`src/logic/fss_pkg.sv`:
```
/*
 fss_pkg: constants shared by the fax session signalling block.
 Holds control codes, rate steps, timing figures and the state encoding.
 Assumes a 125 MHz core clock.
*/
package fss_pkg;
   // core clock in kHz, used to turn milliseconds into cycles
   localparam int CLK_KHZ = 125000;
   // training-check length in milliseconds
   localparam int TCF_MS = 1500;
   // default training length in cycles; the modem sets the real pattern
   localparam int TRAIN_CYC = 1000;
   // return-to-control length in bits and the last phase of the three-bit 001 repeat
   localparam logic [3:0] RTC_BITS = 4'hc;
   localparam logic [1:0] RTC_PER = 2'h2;
   // rate steps: 0 = 2400 bit/s up to 5 = 14400 bit/s
   localparam logic [2:0] RATE_MAX = 3'h5;
   localparam logic [2:0] RATE_MIN = 3'h0;
   // control codes, low seven bits; bit 7 is the role bit
   localparam logic [6:0] C_CFR = 7'h21;
   localparam logic [6:0] C_FTT = 7'h22;
   localparam logic [6:0] C_EOP = 7'h74;
   localparam logic [6:0] C_DCN = 7'h5f;
   localparam logic [6:0] C_MCF = 7'h31;
   localparam logic [6:0] C_MPS = 7'h72;
   localparam logic [6:0] C_PRI = 7'h7c;
   localparam logic [6:0] C_PIP = 7'h35;
   // session states, gray along the sending path
   typedef enum logic [3:0] {
      S_IDLE = 4'h0,
      S_TRAIN1 = 4'h1,
      S_TCF = 4'h3,
      S_WCONF = 4'h2,
      S_TRAIN2 = 4'h6,
      S_IMAGE = 4'h7,
      S_RTC = 4'h5,
      S_POST = 4'h4,
      S_WRESP = 4'hc,
      S_DISC = 4'hd
   } fss_state_t;
endpackage

```
`src/logic/fss_session.sv`:
```
/*
 fss_session: fax session signalling sequencer for both calling and
 answering roles. Sends training, training check, image bits, the
 end-of-sheet marker and post-message frames; answers the far end's
 check result, page result and operator call.
 Assumes a modem below that turns frame codes into frames, sends the
 training pattern while asked, and reports received frames and checks.
*/
`timescale 1ns/10ps
module fss_session #(
   parameter int TCF_CYCLES = fss_pkg::TCF_MS * fss_pkg::CLK_KHZ
) (
   input wire logic core_clk,
   input wire logic nrst,
   input wire logic role_caller,
   input wire logic start_send,
   input wire logic [2:0] start_rate,
   input wire logic more_pages,
   input wire logic operator_call,
   input wire logic img_bit,
   input wire logic img_last,
   input wire logic rx_frame_valid,
   input wire logic [7:0] rx_frame_code,
   input wire logic rx_tcf_done,
   input wire logic rx_tcf_good,
   input wire logic rx_page_good,
   input wire logic tx_frame_ready,
   output logic tx_frame_valid,
   output logic [7:0] tx_frame_code,
   output logic train_active,
   output logic [2:0] tx_rate,
   output logic tx_bit,
   output logic tx_bit_valid,
   output logic img_ready,
   output logic coding_1d_only,
   output logic op_call_seen,
   output logic session_done
);
   // =====================================================
   // state
   typedef struct packed {
      fss_pkg::fss_state_t st; // session phase
      logic [2:0] rate; // current rate step
      logic [27:0] cnt; // cycle count within a timed phase
      logic [3:0] rtc_n; // marker bits sent
      logic [1:0] ph; // position within 001
      logic pend; // frame waiting for the modem
      logic [7:0] code; // frame code waiting
      logic [6:0] last; // last post-message frame sent
      logic bit_ff; // serial bit out
      logic bitv; // serial bit valid
      logic opc; // operator call answered, one cycle
      logic done; // session closed, one cycle
   } fss_reg_t;

   fss_reg_t cur_ff; // registered state
   fss_reg_t nxt_cur; // next state

   // check length needs the full counter width
   localparam logic [27:0] TRAIN_LIM = 28'(fss_pkg::TRAIN_CYC - 1);
   localparam logic [27:0] TCF_LIM = 28'(TCF_CYCLES - 1);

   // =====================================================
   // decode
   // low seven bits only: the leading bit depends on who called
   function automatic logic is_code(input logic [7:0] rx, input logic [6:0] c);
      is_code = (rx[6:0] == c);
   endfunction

   // a matched frame from the far end this cycle
   logic got_cfr;
   logic got_ftt;
   logic got_mcf;
   logic got_pip;
   logic got_pri;
   assign got_cfr = rx_frame_valid && is_code(rx_frame_code, fss_pkg::C_CFR);
   assign got_ftt = rx_frame_valid && is_code(rx_frame_code, fss_pkg::C_FTT);
   assign got_mcf = rx_frame_valid && is_code(rx_frame_code, fss_pkg::C_MCF);
   assign got_pip = rx_frame_valid && is_code(rx_frame_code, fss_pkg::C_PIP);
   assign got_pri = rx_frame_valid && is_code(rx_frame_code, fss_pkg::C_PRI);

   // =====================================================
   // next state
   always_comb begin
      nxt_cur = cur_ff;
      nxt_cur.bitv = 1'b0;
      nxt_cur.bit_ff = 1'b0;
      nxt_cur.opc = 1'b0;
      nxt_cur.done = 1'b0;
      // modem took the frame
      if (cur_ff.pend && tx_frame_ready) begin
         nxt_cur.pend = 1'b0;
      end
      case (cur_ff.st)
         fss_pkg::S_IDLE: begin
            // answering side: replies only while not sending
            if (!cur_ff.pend) begin
               if (rx_tcf_done) begin
                  nxt_cur.pend = 1'b1;
                  // good check confirms, bad one fails
                  nxt_cur.code = {role_caller,
                     rx_tcf_good ? fss_pkg::C_CFR : fss_pkg::C_FTT};
               end else if (rx_page_good) begin
                  nxt_cur.pend = 1'b1;
                  nxt_cur.code = {role_caller, fss_pkg::C_MCF};
               end else if (got_pri) begin
                  nxt_cur.pend = 1'b1;
                  nxt_cur.code = {role_caller, fss_pkg::C_PIP};
                  nxt_cur.opc = 1'b1;
               end else if (start_send) begin
                  // clamp rate to the fastest step
                  nxt_cur.rate = (start_rate > fss_pkg::RATE_MAX) ?
                     fss_pkg::RATE_MAX : start_rate;
                  nxt_cur.cnt = '0;
                  nxt_cur.st = fss_pkg::S_TRAIN1;
               end
            end
         end
         fss_pkg::S_TRAIN1: begin
            // modem sends the fixed pattern at tx_rate
            nxt_cur.cnt = cur_ff.cnt + 28'h1;
            if (cur_ff.cnt == TRAIN_LIM) begin
               nxt_cur.cnt = '0;
               nxt_cur.st = fss_pkg::S_TCF;
            end
         end
         fss_pkg::S_TCF: begin
            // continuous zeros at the training rate
            nxt_cur.bitv = 1'b1;
            nxt_cur.cnt = cur_ff.cnt + 28'h1;
            if (cur_ff.cnt == TCF_LIM) begin
               nxt_cur.bitv = 1'b0;
               nxt_cur.cnt = '0;
               nxt_cur.st = fss_pkg::S_WCONF;
            end
         end
         fss_pkg::S_WCONF: begin
            if (got_cfr) begin
               nxt_cur.st = fss_pkg::S_TRAIN2;
            end else if (got_ftt) begin
               // already slowest: retrain at the same rate
               if (cur_ff.rate != fss_pkg::RATE_MIN) begin
                  nxt_cur.rate = cur_ff.rate - 3'h1;
               end
               nxt_cur.st = fss_pkg::S_TRAIN1;
            end
         end
         fss_pkg::S_TRAIN2: begin
            // same form as the first training
            nxt_cur.cnt = cur_ff.cnt + 28'h1;
            if (cur_ff.cnt == TRAIN_LIM) begin
               nxt_cur.cnt = '0;
               nxt_cur.st = fss_pkg::S_IMAGE;
            end
         end
         fss_pkg::S_IMAGE: begin
            // coded bits pass straight through
            nxt_cur.bitv = 1'b1;
            nxt_cur.bit_ff = img_bit;
            if (img_last) begin
               nxt_cur.rtc_n = '0;
               nxt_cur.ph = '0;
               nxt_cur.st = fss_pkg::S_RTC;
            end
         end
         fss_pkg::S_RTC: begin
            // one marker bit per cycle: 0,0,1 repeated
            nxt_cur.bitv = 1'b1;
            nxt_cur.bit_ff = (cur_ff.ph == fss_pkg::RTC_PER);
            nxt_cur.ph = (cur_ff.ph == fss_pkg::RTC_PER) ? 2'h0 : cur_ff.ph + 2'h1;
            nxt_cur.rtc_n = cur_ff.rtc_n + 4'h1;
            if (cur_ff.rtc_n == fss_pkg::RTC_BITS - 4'h1) begin
               nxt_cur.st = fss_pkg::S_POST;
            end
         end
         fss_pkg::S_POST: begin
            // operator call wins over more pages, which wins over the end
            if (!cur_ff.pend) begin
               nxt_cur.pend = 1'b1;
               if (operator_call) begin
                  nxt_cur.last = fss_pkg::C_PRI;
               end else if (more_pages) begin
                  nxt_cur.last = fss_pkg::C_MPS;
               end else begin
                  nxt_cur.last = fss_pkg::C_EOP;
               end
               nxt_cur.code = {role_caller, nxt_cur.last};
               nxt_cur.st = fss_pkg::S_WRESP;
            end
         end
         fss_pkg::S_WRESP: begin
            if (got_mcf && cur_ff.last == fss_pkg::C_MPS) begin
               nxt_cur.st = fss_pkg::S_IMAGE;
            end else if (got_mcf || got_pip) begin
               nxt_cur.opc = got_pip;
               nxt_cur.st = fss_pkg::S_DISC;
            end
         end
         fss_pkg::S_DISC: begin
            // release starts with the disconnect frame
            if (!cur_ff.pend) begin
               nxt_cur.pend = 1'b1;
               nxt_cur.code = {role_caller, fss_pkg::C_DCN};
               nxt_cur.done = 1'b1;
               nxt_cur.st = fss_pkg::S_IDLE;
            end
         end
         default: begin
            nxt_cur.st = fss_pkg::S_IDLE;
         end
      endcase
   end

   // =====================================================
   // registers
   always_ff @(posedge core_clk or negedge nrst) begin
      if (!nrst) begin
         cur_ff <= '0;
      end else begin
         cur_ff <= nxt_cur;
      end
   end

   // =====================================================
   // outputs
   assign tx_frame_valid = cur_ff.pend;
   assign tx_frame_code = cur_ff.code;
   assign train_active = (cur_ff.st == fss_pkg::S_TRAIN1) ||
      (cur_ff.st == fss_pkg::S_TRAIN2);
   assign tx_rate = cur_ff.rate;
   assign tx_bit = cur_ff.bit_ff;
   assign tx_bit_valid = cur_ff.bitv;
   assign img_ready = (cur_ff.st == fss_pkg::S_IMAGE);
   // no two-dimensional coder exists behind this block
   assign coding_1d_only = 1'b1;
   assign op_call_seen = cur_ff.opc;
   assign session_done = cur_ff.done;

   // =====================================================
   // checks
   tcf_zeros_a: assert property (@(posedge core_clk) disable iff (!nrst)
      $rose(cur_ff.st == fss_pkg::S_TCF) |=> tx_bit_valid && !tx_bit)
      else $error("check bits not zero");
   cfr_reply_a: assert property (@(posedge core_clk) disable iff (!nrst)
      cur_ff.st == fss_pkg::S_IDLE && !cur_ff.pend && rx_tcf_done && rx_tcf_good
      |=> tx_frame_valid && tx_frame_code[6:0] == fss_pkg::C_CFR)
      else $error("no confirm after good check");
   ftt_reply_a: assert property (@(posedge core_clk) disable iff (!nrst)
      cur_ff.st == fss_pkg::S_IDLE && !cur_ff.pend && rx_tcf_done && !rx_tcf_good
      |=> tx_frame_valid && tx_frame_code[6:0] == fss_pkg::C_FTT)
      else $error("no failure frame after bad check");
   rate_step_a: assert property (@(posedge core_clk) disable iff (!nrst)
      cur_ff.st == fss_pkg::S_WCONF && got_ftt && !got_cfr && tx_rate != 3'h0
      |=> tx_rate == $past(tx_rate) - 3'h1 && train_active)
      else $error("rate not stepped down");
   rtc_mark_a: assert property (@(posedge core_clk) disable iff (!nrst)
      $rose(cur_ff.st == fss_pkg::S_RTC) |=> !tx_bit ##1 !tx_bit ##1 tx_bit
      ##1 !tx_bit ##1 !tx_bit ##1 tx_bit)
      else $error("marker pattern wrong");
   rtc_len_a: assert property (@(posedge core_clk) disable iff (!nrst)
      $rose(cur_ff.st == fss_pkg::S_RTC) |-> (cur_ff.st == fss_pkg::S_RTC)[*8]
      ##5 cur_ff.st == fss_pkg::S_POST)
      else $error("marker length wrong");
   post_pick_a: assert property (@(posedge core_clk) disable iff (!nrst)
      cur_ff.st == fss_pkg::S_POST && !cur_ff.pend && !operator_call && more_pages
      |=> tx_frame_code[6:0] == fss_pkg::C_MPS)
      else $error("multi-page frame not sent");
   pri_pick_a: assert property (@(posedge core_clk) disable iff (!nrst)
      cur_ff.st == fss_pkg::S_POST && !cur_ff.pend && operator_call
      |=> tx_frame_code[6:0] == fss_pkg::C_PRI)
      else $error("interrupt frame not sent");
   next_sheet_a: assert property (@(posedge core_clk) disable iff (!nrst)
      cur_ff.st == fss_pkg::S_WRESP && got_mcf && cur_ff.last == fss_pkg::C_MPS
      |=> img_ready)
      else $error("next sheet not started");
   dcn_end_a: assert property (@(posedge core_clk) disable iff (!nrst)
      session_done |-> tx_frame_valid && tx_frame_code[6:0] == fss_pkg::C_DCN)
      else $error("release without disconnect");
   role_bit_a: assert property (@(posedge core_clk) disable iff (!nrst)
      $rose(tx_frame_valid) |-> tx_frame_code[7] == $past(role_caller))
      else $error("role bit wrong");
   train2_first_a: assert property (@(posedge core_clk) disable iff (!nrst)
      $rose(img_ready) |-> $past(cur_ff.st) == fss_pkg::S_TRAIN2
      || $past(cur_ff.st) == fss_pkg::S_WRESP)
      else $error("image without second training");

   fallback_c: cover property (@(posedge core_clk) disable iff (!nrst)
      cur_ff.st == fss_pkg::S_WCONF && got_ftt);
   multipage_c: cover property (@(posedge core_clk) disable iff (!nrst)
      cur_ff.st == fss_pkg::S_WRESP && got_mcf && cur_ff.last == fss_pkg::C_MPS);
   opcall_c: cover property (@(posedge core_clk) disable iff (!nrst) op_call_seen);
   done_c: cover property (@(posedge core_clk) disable iff (!nrst) session_done);
endmodule

```
`config.mk`:
```
export PLATFORM = sky130hd
export DESIGN_NAME = fss_session
export DESIGN_NICKNAME = d
export VERILOG_FILES = /design/src/logic/fss_pkg.sv /design/src/logic/fss_session.sv
export SDC_FILE = /design/constraint.sdc
export NUM_CORES = 1
export LEC_CHECK = 0
export BUFFER_PORTS_ARGS = -buffer_cell sky130_fd_sc_hd__clkbuf_2
export CORE_ASPECT_RATIO = 1.5
export CORE_MARGIN = 2
export CORE_UTILIZATION = 60
export CTS_BUF_LIST = sky130_fd_sc_hd__clkbuf_8
export CTS_CLUSTER_DIAMETER = 120
export DETAILED_ROUTE_END_ITERATION = 12
export MAX_ROUTING_LAYER = met4
export PLACE_DENSITY = 0.9
export SETUP_SLACK_MARGIN = 0.05
export SYNTH_ARGS = -nofsm -noshare
export SYNTH_HDL_FRONTEND = slang
export SYNTH_SLANG_ARGS = --single-unit
```
`constraint.sdc`:
```
create_clock -name core_clk -period 2.7 [get_ports core_clk]
set_clock_uncertainty 0.1 [all_clocks]
set_input_delay 0.405 -clock core_clk [delete_from_list [all_inputs] [get_ports core_clk]]
set_output_delay 0.405 -clock core_clk [all_outputs]
set_load 0.01 [all_outputs]
```
==> results of run 1 <==
state kept, by name (all words and copies together) (netlist names):
signal          cells
session_done        1
tx_rate             3
tx_bit              1
op_call_seen        1
tx_frame_valid      1
tx_frame_code       8
tx_bit_valid        1
cur_ff             42
stage by stage:
step           hold WS [ps]  std cells  cell area, sq um  utilization (%)  setup WS, ps
6_report               95.9        471              3760             68.9           346
5_1_grt                 147        471              3760             68.9           200
4_1_cts                 123        471              3760             68.9           359
3_5_place_dp            353        455              3550             65.2           398
3_3_place_gp            352        455              3550             65.2           397
2_1_floorplan          9.41        363              3360                -           612
critical path, cell delays in order (launching register included):
cell                       delay (ps)
sky130_fd_sc_hd__dfrtp_1          480
sky130_fd_sc_hd__buf_4            230
sky130_fd_sc_hd__or3b_1           390
sky130_fd_sc_hd__a21oi_2          220
sky130_fd_sc_hd__clkbuf_2         170
cell families (layout without fill, tap and decap cells):
group                      Yosys count  in the layout
muxes                               10             10
AOI/OAI and AO/OA                   69             69
DFF                                 58             58
xor gates and xnor gates            16             16
other                                1              1
buffers and inverters               42             80
adders and majority gates            4              4
and+or+nand+nor                    163            163
area by class of cell:
| cell class | instances | area (sq um) | area share (%) |
|---|---|---|---|
| multi-input cells | 263 | 1680 | 44.7 |
| flip-flops and latches | 58 | 1450 | 38.6 |
| repair buffers | 52 | 290 | 7.73 |
| clock buffers | 9 | 124 | 3.30 |
| well taps | 70 | 87.6 | 2.33 |
| clock inverters | 7 | 80.1 | 2.13 |
| inverters | 12 | 45.0 | 1.20 |
worst max-delay path by stage:
stage	start	endpoint	slack (ps)	depth (start not counted)
floorplan	cur_ff[60]	cur_ff[57]	610	8
global placement	rx_page_good	cur_ff[52]	400	7
detailed placement	cur_ff[57]	cur_ff[50]	400	5
CTS	cur_ff[58]	train_active	360	4
global route	cur_ff[57]	tx_frame_code[7]	200	6
finish	cur_ff[58]	train_active	350	4
report_power, final:
group	internal [mW]	switching (mW)	total, mW
Clock	0.431	0.392	0.824
Sequential	1.11	0.252	1.36
Combinational	0.624	0.785	1.41
cells in the mapped netlist (3+ instances only):
master,count,area [sq um]
sky130_fd_sc_hd__nor3_1,10,50.1
sky130_fd_sc_hd__ha_1,4,50.1
sky130_fd_sc_hd__nor2_1,44,165
sky130_fd_sc_hd__buf_2,8,40.0
sky130_fd_sc_hd__o21a_1,3,22.5
sky130_fd_sc_hd__o21ai_1,9,45.0
sky130_fd_sc_hd__buf_4,13,97.6
sky130_fd_sc_hd__nand4_1,15,93.8
sky130_fd_sc_hd__dfrtp_1,58,1450
sky130_fd_sc_hd__nand3_1,13,65.1
sky130_fd_sc_hd__or4b_1,3,30.0
sky130_fd_sc_hd__nor2b_1,3,18.8
sky130_fd_sc_hd__nor4bb_1,3,30.0
sky130_fd_sc_hd__nor4b_1,3,26.3
sky130_fd_sc_hd__a21oi_1,14,70.1
sky130_fd_sc_hd__nor4_1,3,18.8
sky130_fd_sc_hd__nand2_1,22,82.6
sky130_fd_sc_hd__a31oi_1,9,56.3
sky130_fd_sc_hd__a22o_1,3,26.3
sky130_fd_sc_hd__inv_1,11,41.3
sky130_fd_sc_hd__mux2_2,3,33.8
sky130_fd_sc_hd__a21o_1,6,45.0
sky130_fd_sc_hd__or3_1,4,25.0
sky130_fd_sc_hd__mux2i_1,4,40.0
sky130_fd_sc_hd__xor2_1,16,140
sky130_fd_sc_hd__nor3b_1,4,30.0
sky130_fd_sc_hd__nand3b_1,3,22.5
sky130_fd_sc_hd__and3_1,11,68.8
sky130_fd_sc_hd__o21ai_0,9,45.0
sky130_fd_sc_hd__clkbuf_1,6,22.5
sky130_fd_sc_hd__nand4b_1,3,26.3
sky130_fd_sc_hd__nand2b_1,5,31.3
per-layer routing:
metal	track usage, %	wire, um	vias up
met5	-	0	-
met4	14.6	192	0
met3	7.67	333	27
met2	46.0	4000	84
met1	27.8	2920	1379
li1	-	-	1357
==> impl.org, run 1 <==
** Run status
- Status :: complete, no violations

** Global routing
- Entering global routing, the biggest net connects 59 pins.
- The first global-routing pass estimated about 12000 um of wire.
- Aggregate global routing overflow :: 0
- The via count of the first global-routing pass was roughly 2.9k.
- Antenna violations before repair :: 0
- For this run, the total global-route usage over all layers was measured as 26.9%.

** Worst setup path
- Critical-path maximum fanout :: 13
- The worst setup path is captured at an output port.
- Register-to-register path setup slack :: between 300 and 400 ps
- Beginning of the worst register-to-register path :: cur_ff[57]
- STA classifies the critical path startpoint as a flip-flop.
- Cells on worst reg2reg path :: 6
- Data arrives at the worst endpoint at approximately 1900 ps.
- Required time of the worst setup path :: around 2200 ps
- The worst register-to-register path ends at tx_frame_code[7].
- Category of the most critical setup path :: reg -> out

** Route
- First drt pass iteration count :: 4
- The routed layout has 2847 vias.
- In the final routed layout, each cell accounts on average for about 16 um.
- After the first detailed-routing iteration, the DRC count stood at about 160.
- Post-route ant nets :: 0
- Remaining design rule violation count :: 0
- Sum of routed wire length over all layers :: 7440 um
- In the routed layout, each cell is associated on average with a via count of between 6 and 7.

** Clock tree
- Clock slew at the register clock pins of the worst setup and hold paths :: ~70 ps
- The clock passes through at most 2 buffers.
- After clock tree synthesis, the flow added hold-fix buffers numbering 0.
- Buffers added to address setup during post-CTS repair amount to 0.
- Root buffer selected by CTS :: sky130_fd_sc_hd__clkbuf_8
- The H-tree generated during clock tree synthesis spans 3 levels.
- Clock latency on the worst-skew pair :: around 350 ps
- CTS saw just under 60 sinks.
- Clock buffers created by TritonCTS :: 9
- TritonCTS clock tree :: done
- Gates resized during post-CTS repair numbered 0.

** Floorplan
- Std-Cell Rows :: 33
- Effective utilization at floorplan :: about 62%
- The region available for standard cell placement spans 0.00545 sq mm.
- Measured along the y axis, the die boundary spans around 96 um.
- 43 I/O pins were placed.
- The die covers roughly 0.0062 sq mm.
- The die is about 65 um wide.

** Synth
- By area, the combinational part of the netlist is dominated by simple AND/OR/NAND/NOR gates.
- Mapped Area :: about 0.0034 sq mm
- Each instance of the synthesized netlist takes up on average between 9 and 10 sq um.
- Fraction of synthesis flops using an asynchronous set or reset pin :: 100%
- Yosys warns :: 0
- Of the total synthesized cell area, the portion taken by XOR and XNOR cells is under 10%.
- Area fraction in and, or, nand and nor cells after synthesis :: 27.3%
- Sequential cells were found to cover a little over two fifths of the synthesized design area.
- Mapped Cells :: roughly 360
- Measured against the total synthesized area, the mux share comes to between 3 and 4%.
- Synthesis produced a netlist with a net count of ~400.
- In the synthesized netlist the dominant register cell turns out to be sky130_fd_sc_hd__dfrtp_1.
- Seq cells post-synth :: between 50 and 60
- Complex-gate fraction of the synthesized area :: roughly 13%
- Share of synthesized cell area in full adder, half adder and majority cells :: 1.49%
- Yosys mapped a number of flops with a built-in enable equal to 0.
- The netlist uses 63 different library cells.

** Worst hold path
- In this run the worst hold path is classified as in -> async.

** STA
- Max Fclk :: between 0.4 and 0.5 GHz
- Max-slew violation count :: 0
- Post-route fraction of the period consumed by the critical path :: between 80% and 90%
- Minimum clock period :: around 2400 ps
- Actual slew at the worst max-slew pin :: around 740 ps
- RSZ-0062 raised after global routing :: false
- Setup violations remaining at the end of the flow were counted as 0.
- The worst pin sits at a relative slew slack of about half.
- After routing, the total negative slack on setup checks comes to 0 ps.
- The hold violation total from the final report is 0.

** Place
- Port Buffers :: 40
- Detail Placement HPWL :: 5200 um
- Routability-driven placement finished with a final weighted congestion of approximately 0.90.

** Cells and area
- Proportion of layout cells with a drive suffix above 1 :: about a fifth
- Area Growth Syn to Fin :: 11.8%
- Counting the fill cells in the layout gives between 400 and 500.
- Leaving out fill and tap cells, the most frequent cell in the layout is sky130_fd_sc_hd__dfrtp_1.
- The library cells used most frequently in the layout, excluding fill and tap cells, are sky130_fd_sc_hd__dfrtp_1, sky130_fd_sc_hd__nor2_1, sky130_fd_sc_hd__clkbuf_2.
- The repair_antennas step left the layout with diodes totalling 0.
- At the end of the flow, the number of nets in the layout was 424.

** Pwr
- Cell area power density :: approximately 960 mW/mm^2
- Highest ir drop seen on vdd :: between 0.0005 and 0.0006 V
- Summing internal, switching and leakage power gives between 3 and 4 mW.
- Leakage :: roughly 1.7 nW

** Flow run
- The tool flagged a number of max-cap violations equal to 0.
Note: power is estimated with default switching activity, not from simulation.
==> inputs of run 2 (changes only) <==
ABC_AREA = 1   (was default)
CORE_ASPECT_RATIO = default   (was 1.5)
PLACE_DENSITY = 0.89   (was 0.9)
==> run 2 against run 1 <==
Effect of this change:
- critical path depth rose by 4
- combinational power rose by 58%
- final area rose by 17%
- worst hold slack improved by 16 ps
- fmax rose by 4.6%
- clock-buffer cell count rose by 2
- critical path type is now reg -> reg
- critical endpoint is now cur_ff[36]
==> impl.org, run 2 <==
** STA
- The hold violation total from the final report came to 0.
- The routed design could run at a clock period as short as 2250 ps.
- In this run the tightest slew margin relative to its limit is 50.4%.
- RSZ-0062 raised after global routing :: false
- Post-route fraction of the period consumed by the critical path :: roughly 83%
- On the final layout, the worst hold slack is 111 ps.
- Actual slew at the worst max-slew pin :: approximately 740 ps
- Max-slew violation count :: 0
- Max Fclk :: around 0.44 GHz
- Final-report setup violation count :: 0
- In the final timing run, aggregate negative setup slack is 0 ps.

** Route
- For this run, design rule violations remaining after detail routing come to 0.
- Average via count per standard cell :: approximately 5.6
- Sum of routed wire length over all layers :: a little over 10000 um
- Routed via count :: about 4k
- Violation count after the first detailed-route iteration :: 349
- The detail route stage leaves a number of antenna-violating nets equal to 0.
- The pre-antenna-repair detailed-routing pass consisted of 5 iterations.
- After detailed routing, the average wire length per cell comes to between 10 and 15 um.

** Pwr
- Highest ir drop seen on vdd :: 0.000670 V
- Leakage :: between 2 and 2.5 nW
- Dividing total power by cell area gives a power density of roughly 1100 mW/mm^2.

** Synth
- After technology mapping, the gate count stands at 600.
- Post-synth EDFFs :: 0
- The synthesized netlist devotes under 10% of its cell area to compound gates.
- Of the total synthesized cell area, the portion taken by XOR and XNOR cells is about 2.8%.
- Share of synthesized cell area in full adder, half adder and majority cells :: under 10%
- Summing the areas of all and, or, nand and nor instances in the mapped netlist gives around two fifths of the synthesized area.
- Among all cell types in the netlist, the one instantiated most often is sky130_fd_sc_hd__nand2_1.
- Commonest cells in the synthesized netlist :: sky130_fd_sc_hd__nand2_1, sky130_fd_sc_hd__nor2_1, sky130_fd_sc_hd__inv_1
- After synthesis, the largest area contributor takes up between 30% and 40% of total cell area.
- Sequential elements use 36.0% of the synthesized area.
- The mapped netlist covers 0.00403 sq mm.
- Syn avg cell area :: 6.71 sq um
- Yosys printed 0 warnings.
- Primary flip-flop cell chosen by synthesis mapping :: sky130_fd_sc_hd__dfrtp_1
- Multiplexer cells account for 0% of the synthesized area.
- By area the synthesized netlist is led by sky130_fd_sc_hd__dfrtp_1, sky130_fd_sc_hd__nand2_1, sky130_fd_sc_hd__nand3_1, sky130_fd_sc_hd__nor2_1, sky130_fd_sc_hd__inv_1.
- Cell accounting for the most synthesized area :: sky130_fd_sc_hd__dfrtp_1
- Dominant combinational cell family by area after synthesis :: simple AND/OR/NAND/NOR gates
- Fraction of synthesis flops using an asynchronous set or reset pin :: between 90% and 100%
- Counting flops and latches in the post-synthesis netlist gives 58.
- Net count after synthesis :: between 600 and 700
- Synthesis instantiated 38 different standard cells from the library.

** Clock tree
- The cell sitting at the root of the clock tree is a sky130_fd_sc_hd__clkbuf_8.
- Number of gates resized after cts :: 0
- Clock tree synthesis inserted a total of 9 buffers.
- No sink is reached through more buffers than the 2 on the longest clock path.
- In this run, post-CTS hold repair placed 0 buffers.
- After clock tree synthesis, the clock-pin slew on the worst setup and hold paths is 70 ps.
- Number of clock sinks :: between 50 and 60
- The clock tree synthesis step divided the H-tree into 3 levels.
- TritonCTS built the clock tree.
- Postcts setup bufs :: 0
- At the later pin of the worst-skew pair, clock insertion delay measures about 340 ps.

** Place
- The congestion estimate from routability-driven global placement came to between 0.9 and 1.
- After legalization and detailed placement, the total HPWL measured roughly 7800 um.
- Port Buffers :: 40
- Total placed instance area :: around 0.0042 sq mm

** Worst setup path
- At the worst endpoint, the required time is between 2000 and 3000 ps.
- STA classifies the critical path startpoint as a flip-flop.
- Setup slack on the worst reg-to-reg path comes out at between 400 and 500 ps.
- The critical path in this run is classified as reg -> reg.
- Worst path arrival time :: 2360 ps
- Of all nets on the critical path, the largest fanout is 13.
- Crit end category :: flip-flop

** Worst hold path
- Hold/Removal Path Class :: in -> async

** Floorplan
- The die is 85.9 um tall.
- Once the floorplan was initialized, standard cells occupied 62.7% of the core.
- The floorplan has 29 rows.
- Area of the core region :: ~0.0064 sq mm
- During I/O placement, the number of pins put on the boundary was 43.
- In this run the horizontal extent of the chip is between 80 and 90 um.
- Die Area :: around 0.0074 sq mm

** Global routing
- Total GRT Usage :: a little under a third
- Global-route wire length before repair :: 17800 um
- The via count of the first global-routing pass was a little under 4k.
- Antenna violations before repair :: 0
- Global routing finished with a remaining overflow of 0.
- Pin count of the biggest net entering global routing :: a little under 60

** Cells and area
- Commonest non-fill, non-tap cells in the layout :: sky130_fd_sc_hd__nand2_1, sky130_fd_sc_hd__nor2_1, sky130_fd_sc_hd__inv_1
- Net total in the final layout :: around 660
- Most common cell after layout, fill and taps aside :: sky130_fd_sc_hd__nand2_1
- In the final layout, flip-flops and latches occupy about 0.0015 sq mm.
- Relative to the synthesized area, the layout overhead comes to 9.44%.
- Of the cells placed in the final design, the portion with a size suffix greater than 1 is about an eighth.
- Non-Filler Cell Area, Final :: about 0.0044 sq mm
- The number of antenna diodes in the final layout is 0.
- The register with the most flip-flops in the layout has 42 of them.
- Summing all multi-input logic gate instances after layout gives about 0.0021 sq mm.
- Cells fill between 60% and 70% of the core in the end.
- Register bank with the most flops :: cur_ff
- Filler instances :: between 500 and 600

** Flow run
- Max capacitance violation total :: 0

** Run status
- Status :: complete, no violations
run 2: changes by cell type after synthesis, moves of 6 or more:
| cell | previous run | this run |
|---|---|---|
| sky130_fd_sc_hd__inv_2 | 0 | 6 |
| sky130_fd_sc_hd__nor2_1 | 44 | 85 |
| sky130_fd_sc_hd__nand2_1 | 22 | 162 |
| sky130_fd_sc_hd__o21ai_1 | 9 | 3 |
| sky130_fd_sc_hd__nand3_1 | 13 | 69 |
| sky130_fd_sc_hd__o211ai_1 | 2 | 11 |
| sky130_fd_sc_hd__inv_1 | 11 | 76 |
| sky130_fd_sc_hd__o21ai_0 | 9 | 28 |
| sky130_fd_sc_hd__a31oi_1 | 9 | 1 |
| sky130_fd_sc_hd__a21oi_1 | 14 | 6 |
| sky130_fd_sc_hd__and3_1 | 11 | 0 |
run 2: routing by layer:
metal  vias to the layer above  GRT usage, %  wire length (um)
li1                       1985             -                 -
met3                        28          5.87               635
met5                         -             -                 0
met2                       157          50.3              4950
met4                         0          10.8               272
met1                      1835          39.7              4380
run 2: power by group:
part / switching [mW] / total (mW) / leakage [nW] / internal, mW
clock: 0.361 / 0.833 / 0.105 / 0.471
combinational: 1.48 / 2.23 / 1.42 / 0.753
sequential: 0.436 / 1.65 / 0.713 / 1.22
total: 2.27 / 4.72 / 2.24 / 2.44
run 2: kinds of logic after synthesis:
logic type,after synthesis
compound gates,61
xor+xnor,13
fa+ha+maj,4
buf+inv,103
flops,58
other cells,1
simple gates,360
run 2: final timing paths:
| kind | start | to | cells after the start |
|---|---|---|---|
| min in group core_clk | tx_frame_ready | tx_frame_valid | 2 |
| min reg2reg | cur_ff[9] | cur_ff[9] | 2 |
| max | cur_ff[26] | cur_ff[36] | 8 |
| max in group asynchronous | nrst | cur_ff[39] | 2 |
| max reg2reg | cur_ff[26] | cur_ff[36] | 8 |
| min | nrst | cur_ff[46] | 2 |
run 2: layout make-up:
cell class	count	area share, %
Multi-Input combinational cell	439	48.1
Sequential cell	58	32.9
Inverter	83	7.12
Timing Repair Buffer	43	5.05
Clock buffer	11	3.43
Tap cell	77	2.19
Clock inverter	5	1.19
run 2: metrics by stage:
stage	total power, mW	worst slack (ps)	cells
2_1_floorplan	3.34	958	600
3_3_place_gp	3.74	536	700
3_5_place_dp	3.86	485	700
4_1_cts	4.71	474	716
5_1_grt	5.11	257	716
6_report	4.72	451	716
run 2: critical path: stages, from the launching register on:
cell	delay, ps
sky130_fd_sc_hd__dfrtp_1	440
sky130_fd_sc_hd__ha_1	280
sky130_fd_sc_hd__nand2_1	170
sky130_fd_sc_hd__nor2_1	230
sky130_fd_sc_hd__nand4_1	120
sky130_fd_sc_hd__nor2_1	120
sky130_fd_sc_hd__nand2_1	340
sky130_fd_sc_hd__nand3_1	210
sky130_fd_sc_hd__o211ai_1	100
==> inputs of run 3 (changes only) <==
CORE_UTILIZATION = 55   (was 60)
PLACE_DENSITY = 0.86   (was 0.89)
clock period = 1.8 ns   (was 2.7 ns; I/O delays follow)
==> run 3 against run 2 <==
Effect of this change:
- the flow now finishes with violations (negative setup slack)
- sequential share of layout area decreased by 4.2 points
- utilization increased by 2.3 points
- power increased by 78%
- critical endpoint is now train_active
==> impl.org, run 3 (synthesized netlist as in run 2, its figures left out) <==
** Run status
- Status :: complete, but fails checks
- The checks that failed: negative setup slack.

** Global routing
- Vias in the first global route :: roughly 4.2k
- The total overflow left after global routing is 0.
- The number of antenna violations at the first check in global routing is 0.
- Entering global routing, the biggest net connects between 50 and 60 pins.
- The first global-routing pass estimated 18900 um of wire.
- Total GRT Usage :: a little under a third

** Clock tree
- TritonCTS clock tree :: done
- Clock slew at the register clock pins of the worst setup and hold paths :: about 70 ps
- The cell sitting at the root of the clock tree is a sky130_fd_sc_hd__clkbuf_8.
- Clock buffers created by TritonCTS :: 9
- Max clock buf depth :: 2
- Number of clock sinks :: 58
- Clock latency on the worst-skew pair :: 340 ps
- The clock tree synthesis step divided the H-tree into 3 levels.

** Pwr
- Total power draw :: roughly 8.4 mW
- Cell area power density :: ~1700 mW/mm^2
- Across the VDD grid, the largest voltage drop is ~0.00095 V.
- Leakage :: about 2.6 nW

** Worst hold path
- The path with the worst hold slack has its endpoint at tx_frame_code[4].
- Beginning of the worst hold path :: rx_tcf_done
- The tightest min-delay check is of the in -> reg type.
- Cell depth of the worst hold path :: 2

** Floorplan
- X dimension of the die :: ~90 um
- For this configuration, the core starts out at a cell density of between 50 and 60%.
- Count of pins on the block boundary :: between 40 and 50
- Die boundary height :: 89.6 um
- Area of the core region :: approximately 0.0072 sq mm
- Std-Cell Rows :: 31
- The floorplan step defined a die boundary enclosing between 0.008 and 0.009 sq mm.

** Cells and area
- After routing the design area is 0.00509 sq mm.
- The count of cells in the finished layout, fillers not included, comes to 797.
- Diode insertion count for antenna repair :: 0
- Cells with a size suffix above 1 make up approximately a quarter of the layout.
- Register bank with the most flops :: cur_ff
- Most common cell after layout, fill and taps aside :: sky130_fd_sc_hd__nand2_1
- Commonest non-fill, non-tap cells in the layout :: sky130_fd_sc_hd__nand2_1, sky130_fd_sc_hd__nor2_1, sky130_fd_sc_hd__inv_1
- The area growth from synthesis to layout is 26.3%.
- In the final design database the tool counted about 720 nets.
- Max reg flops :: 42

** Route
- The detailed router finished its first iteration with roughly 370 violations.
- Routed via count :: 4539
- Before antenna repair, the detailed router went through 6 iterations.
- Remaining design rule violation count :: 0
- In the final routed layout, each cell accounts on average for about 16 um.
- Average via count per standard cell :: roughly 5.7
- Sum of routed wire length over all layers :: about 12000 um
- In this run the remaining antenna-violating nets after routing total 0.

** Flow run
- Max capacitance violation total :: 0

** Worst setup path
- The critical path contains buffers and inverters numbering 3 combined.
- The cell family contributing the most delay on the critical path is flip-flops.
- Ordered cell list for the critical path :: buf_6 -> nor2_4 -> nand2_2 -> nand2_4 -> buf_12 -> buf_6
- Category of the most critical setup path :: reg -> out
- The startpoint identified for the worst register-to-register timing path is cur_ff[57].
- Worst path arrival time :: 1470 ps
- For the worst flop-to-flop path, the logic depth is 9.
- Critical-path maximum fanout :: 4
- The setup check on the worst reg-to-reg path leaves a slack of 0 ps.
- CP max stage delay :: between 400 and 500 ps
- Most prevalent standard cell on the critical path :: sky130_fd_sc_hd__buf_6
- Element type at the critical path start :: flip-flop
- In this run the critical register-to-register path is captured at cur_ff[38].
- Required time of the worst setup path :: roughly 1400 ps
- Crit end category :: output port
- The slowest stage of the critical path belongs to the cell sky130_fd_sc_hd__dfrtp_2.

** STA
- Setup violations remaining at the end of the flow were counted as 2.
- Max-slew violation count :: 0
- Of the available clock period, the critical path in the final layout requires 102%.
- Based on the critical path, the design can be clocked at up to roughly 0.54 GHz.
- In the post-route analysis, the smallest setup slack over all paths is -35.2 ps.
- Minimum clock period :: 1840 ps
- Summed over all failing endpoints, the final setup total negative slack is -39.4 ps.
- RSZ-0062 raised after global routing :: true
- Final Hold Fails :: 0

** Place
- Detail Placement HPWL :: 8240 um
- In this run the tool buffered the top-level ports with 40 buffer cells.
- Pre-CTS worst setup slack :: ~22 ps
- The placed instances occupy a cell area of approximately 0.0045 sq mm.
- Instance count after placement with tap cells included :: 760
- At the end of routability-driven placement, the weighted congestion stood at approximately 0.97.
[run 3: cell type report]
type                            count  area (sq um)
Inverter                           83           317
Tap cell                           99           124
Sequential cell                    58          1460
Fill cell                         556          2090
Multi-Input combinational cell    439          2240
Clock inverter                      5          55.1
Timing Repair Buffer              103           759
Clock buffer                       10           138
[run 3: where the power goes]
part           switching, mW  internal (mW)  total [mW]
clock                  0.563          0.664        1.23
combinational           2.82           1.98        4.80
sequential             0.554           1.84        2.39
[run 3: routing by layer]
layer | vias up | wire length [um] | track usage [%] | share of wire (%)
met2 | 218 | 6160 | 55.1 | 50
met3 | 59 | 863 | 5.76 | 7.0
met1 | 2151 | 4880 | 36.0 | 39
li1 | 2111 | - | - | -
met5 | - | 0 | - | 0
met4 | 0 | 484 | 11.9 | 3.9
[run 3: what timing repair did]
item                                    in CTS  in global routing
hold endpoints to repair                    59                  0
buffers inserted                            11                  8
resized for setup                           16                 39
hold buffers                                 2                  0
gates cloned                                 1                  0
pin swaps                                    6                 11
endpoints found under the setup margin      11                 49
[run 3: worst max path at each step]
stage          startpoint               end  slack [ps]  depth (start not counted)
6_report       cur_ff[59]      train_active         -40                          6
5_1_grt        cur_ff[27]        cur_ff[60]         -90                         12
4_1_cts        cur_ff[57]      train_active          20                          6
3_5_place_dp   cur_ff[57]  tx_frame_code[3]          20                         10
3_3_place_gp   cur_ff[57]  tx_frame_code[3]          90                         10
2_1_floorplan  cur_ff[26]        cur_ff[42]          60                          9
[run 3: metrics by stage]
step                      util (%)  hold slack, ps
after floorplan                  -            -126
after global placement        63.3             203
after detailed placement      63.3             206
after CTS                     68.6            15.7
after global routing          70.9            25.3
final                         70.9            29.0
[run 3: worst register-to-register path, delay by kind of cell (launching register included)]
family / cells / cell delay (ps)
DFF: 1 / 410
buffers and inverters: 4 / 500
AOI/OAI and AO/OA: 1 / 200
and+or+nand+nor: 4 / 480
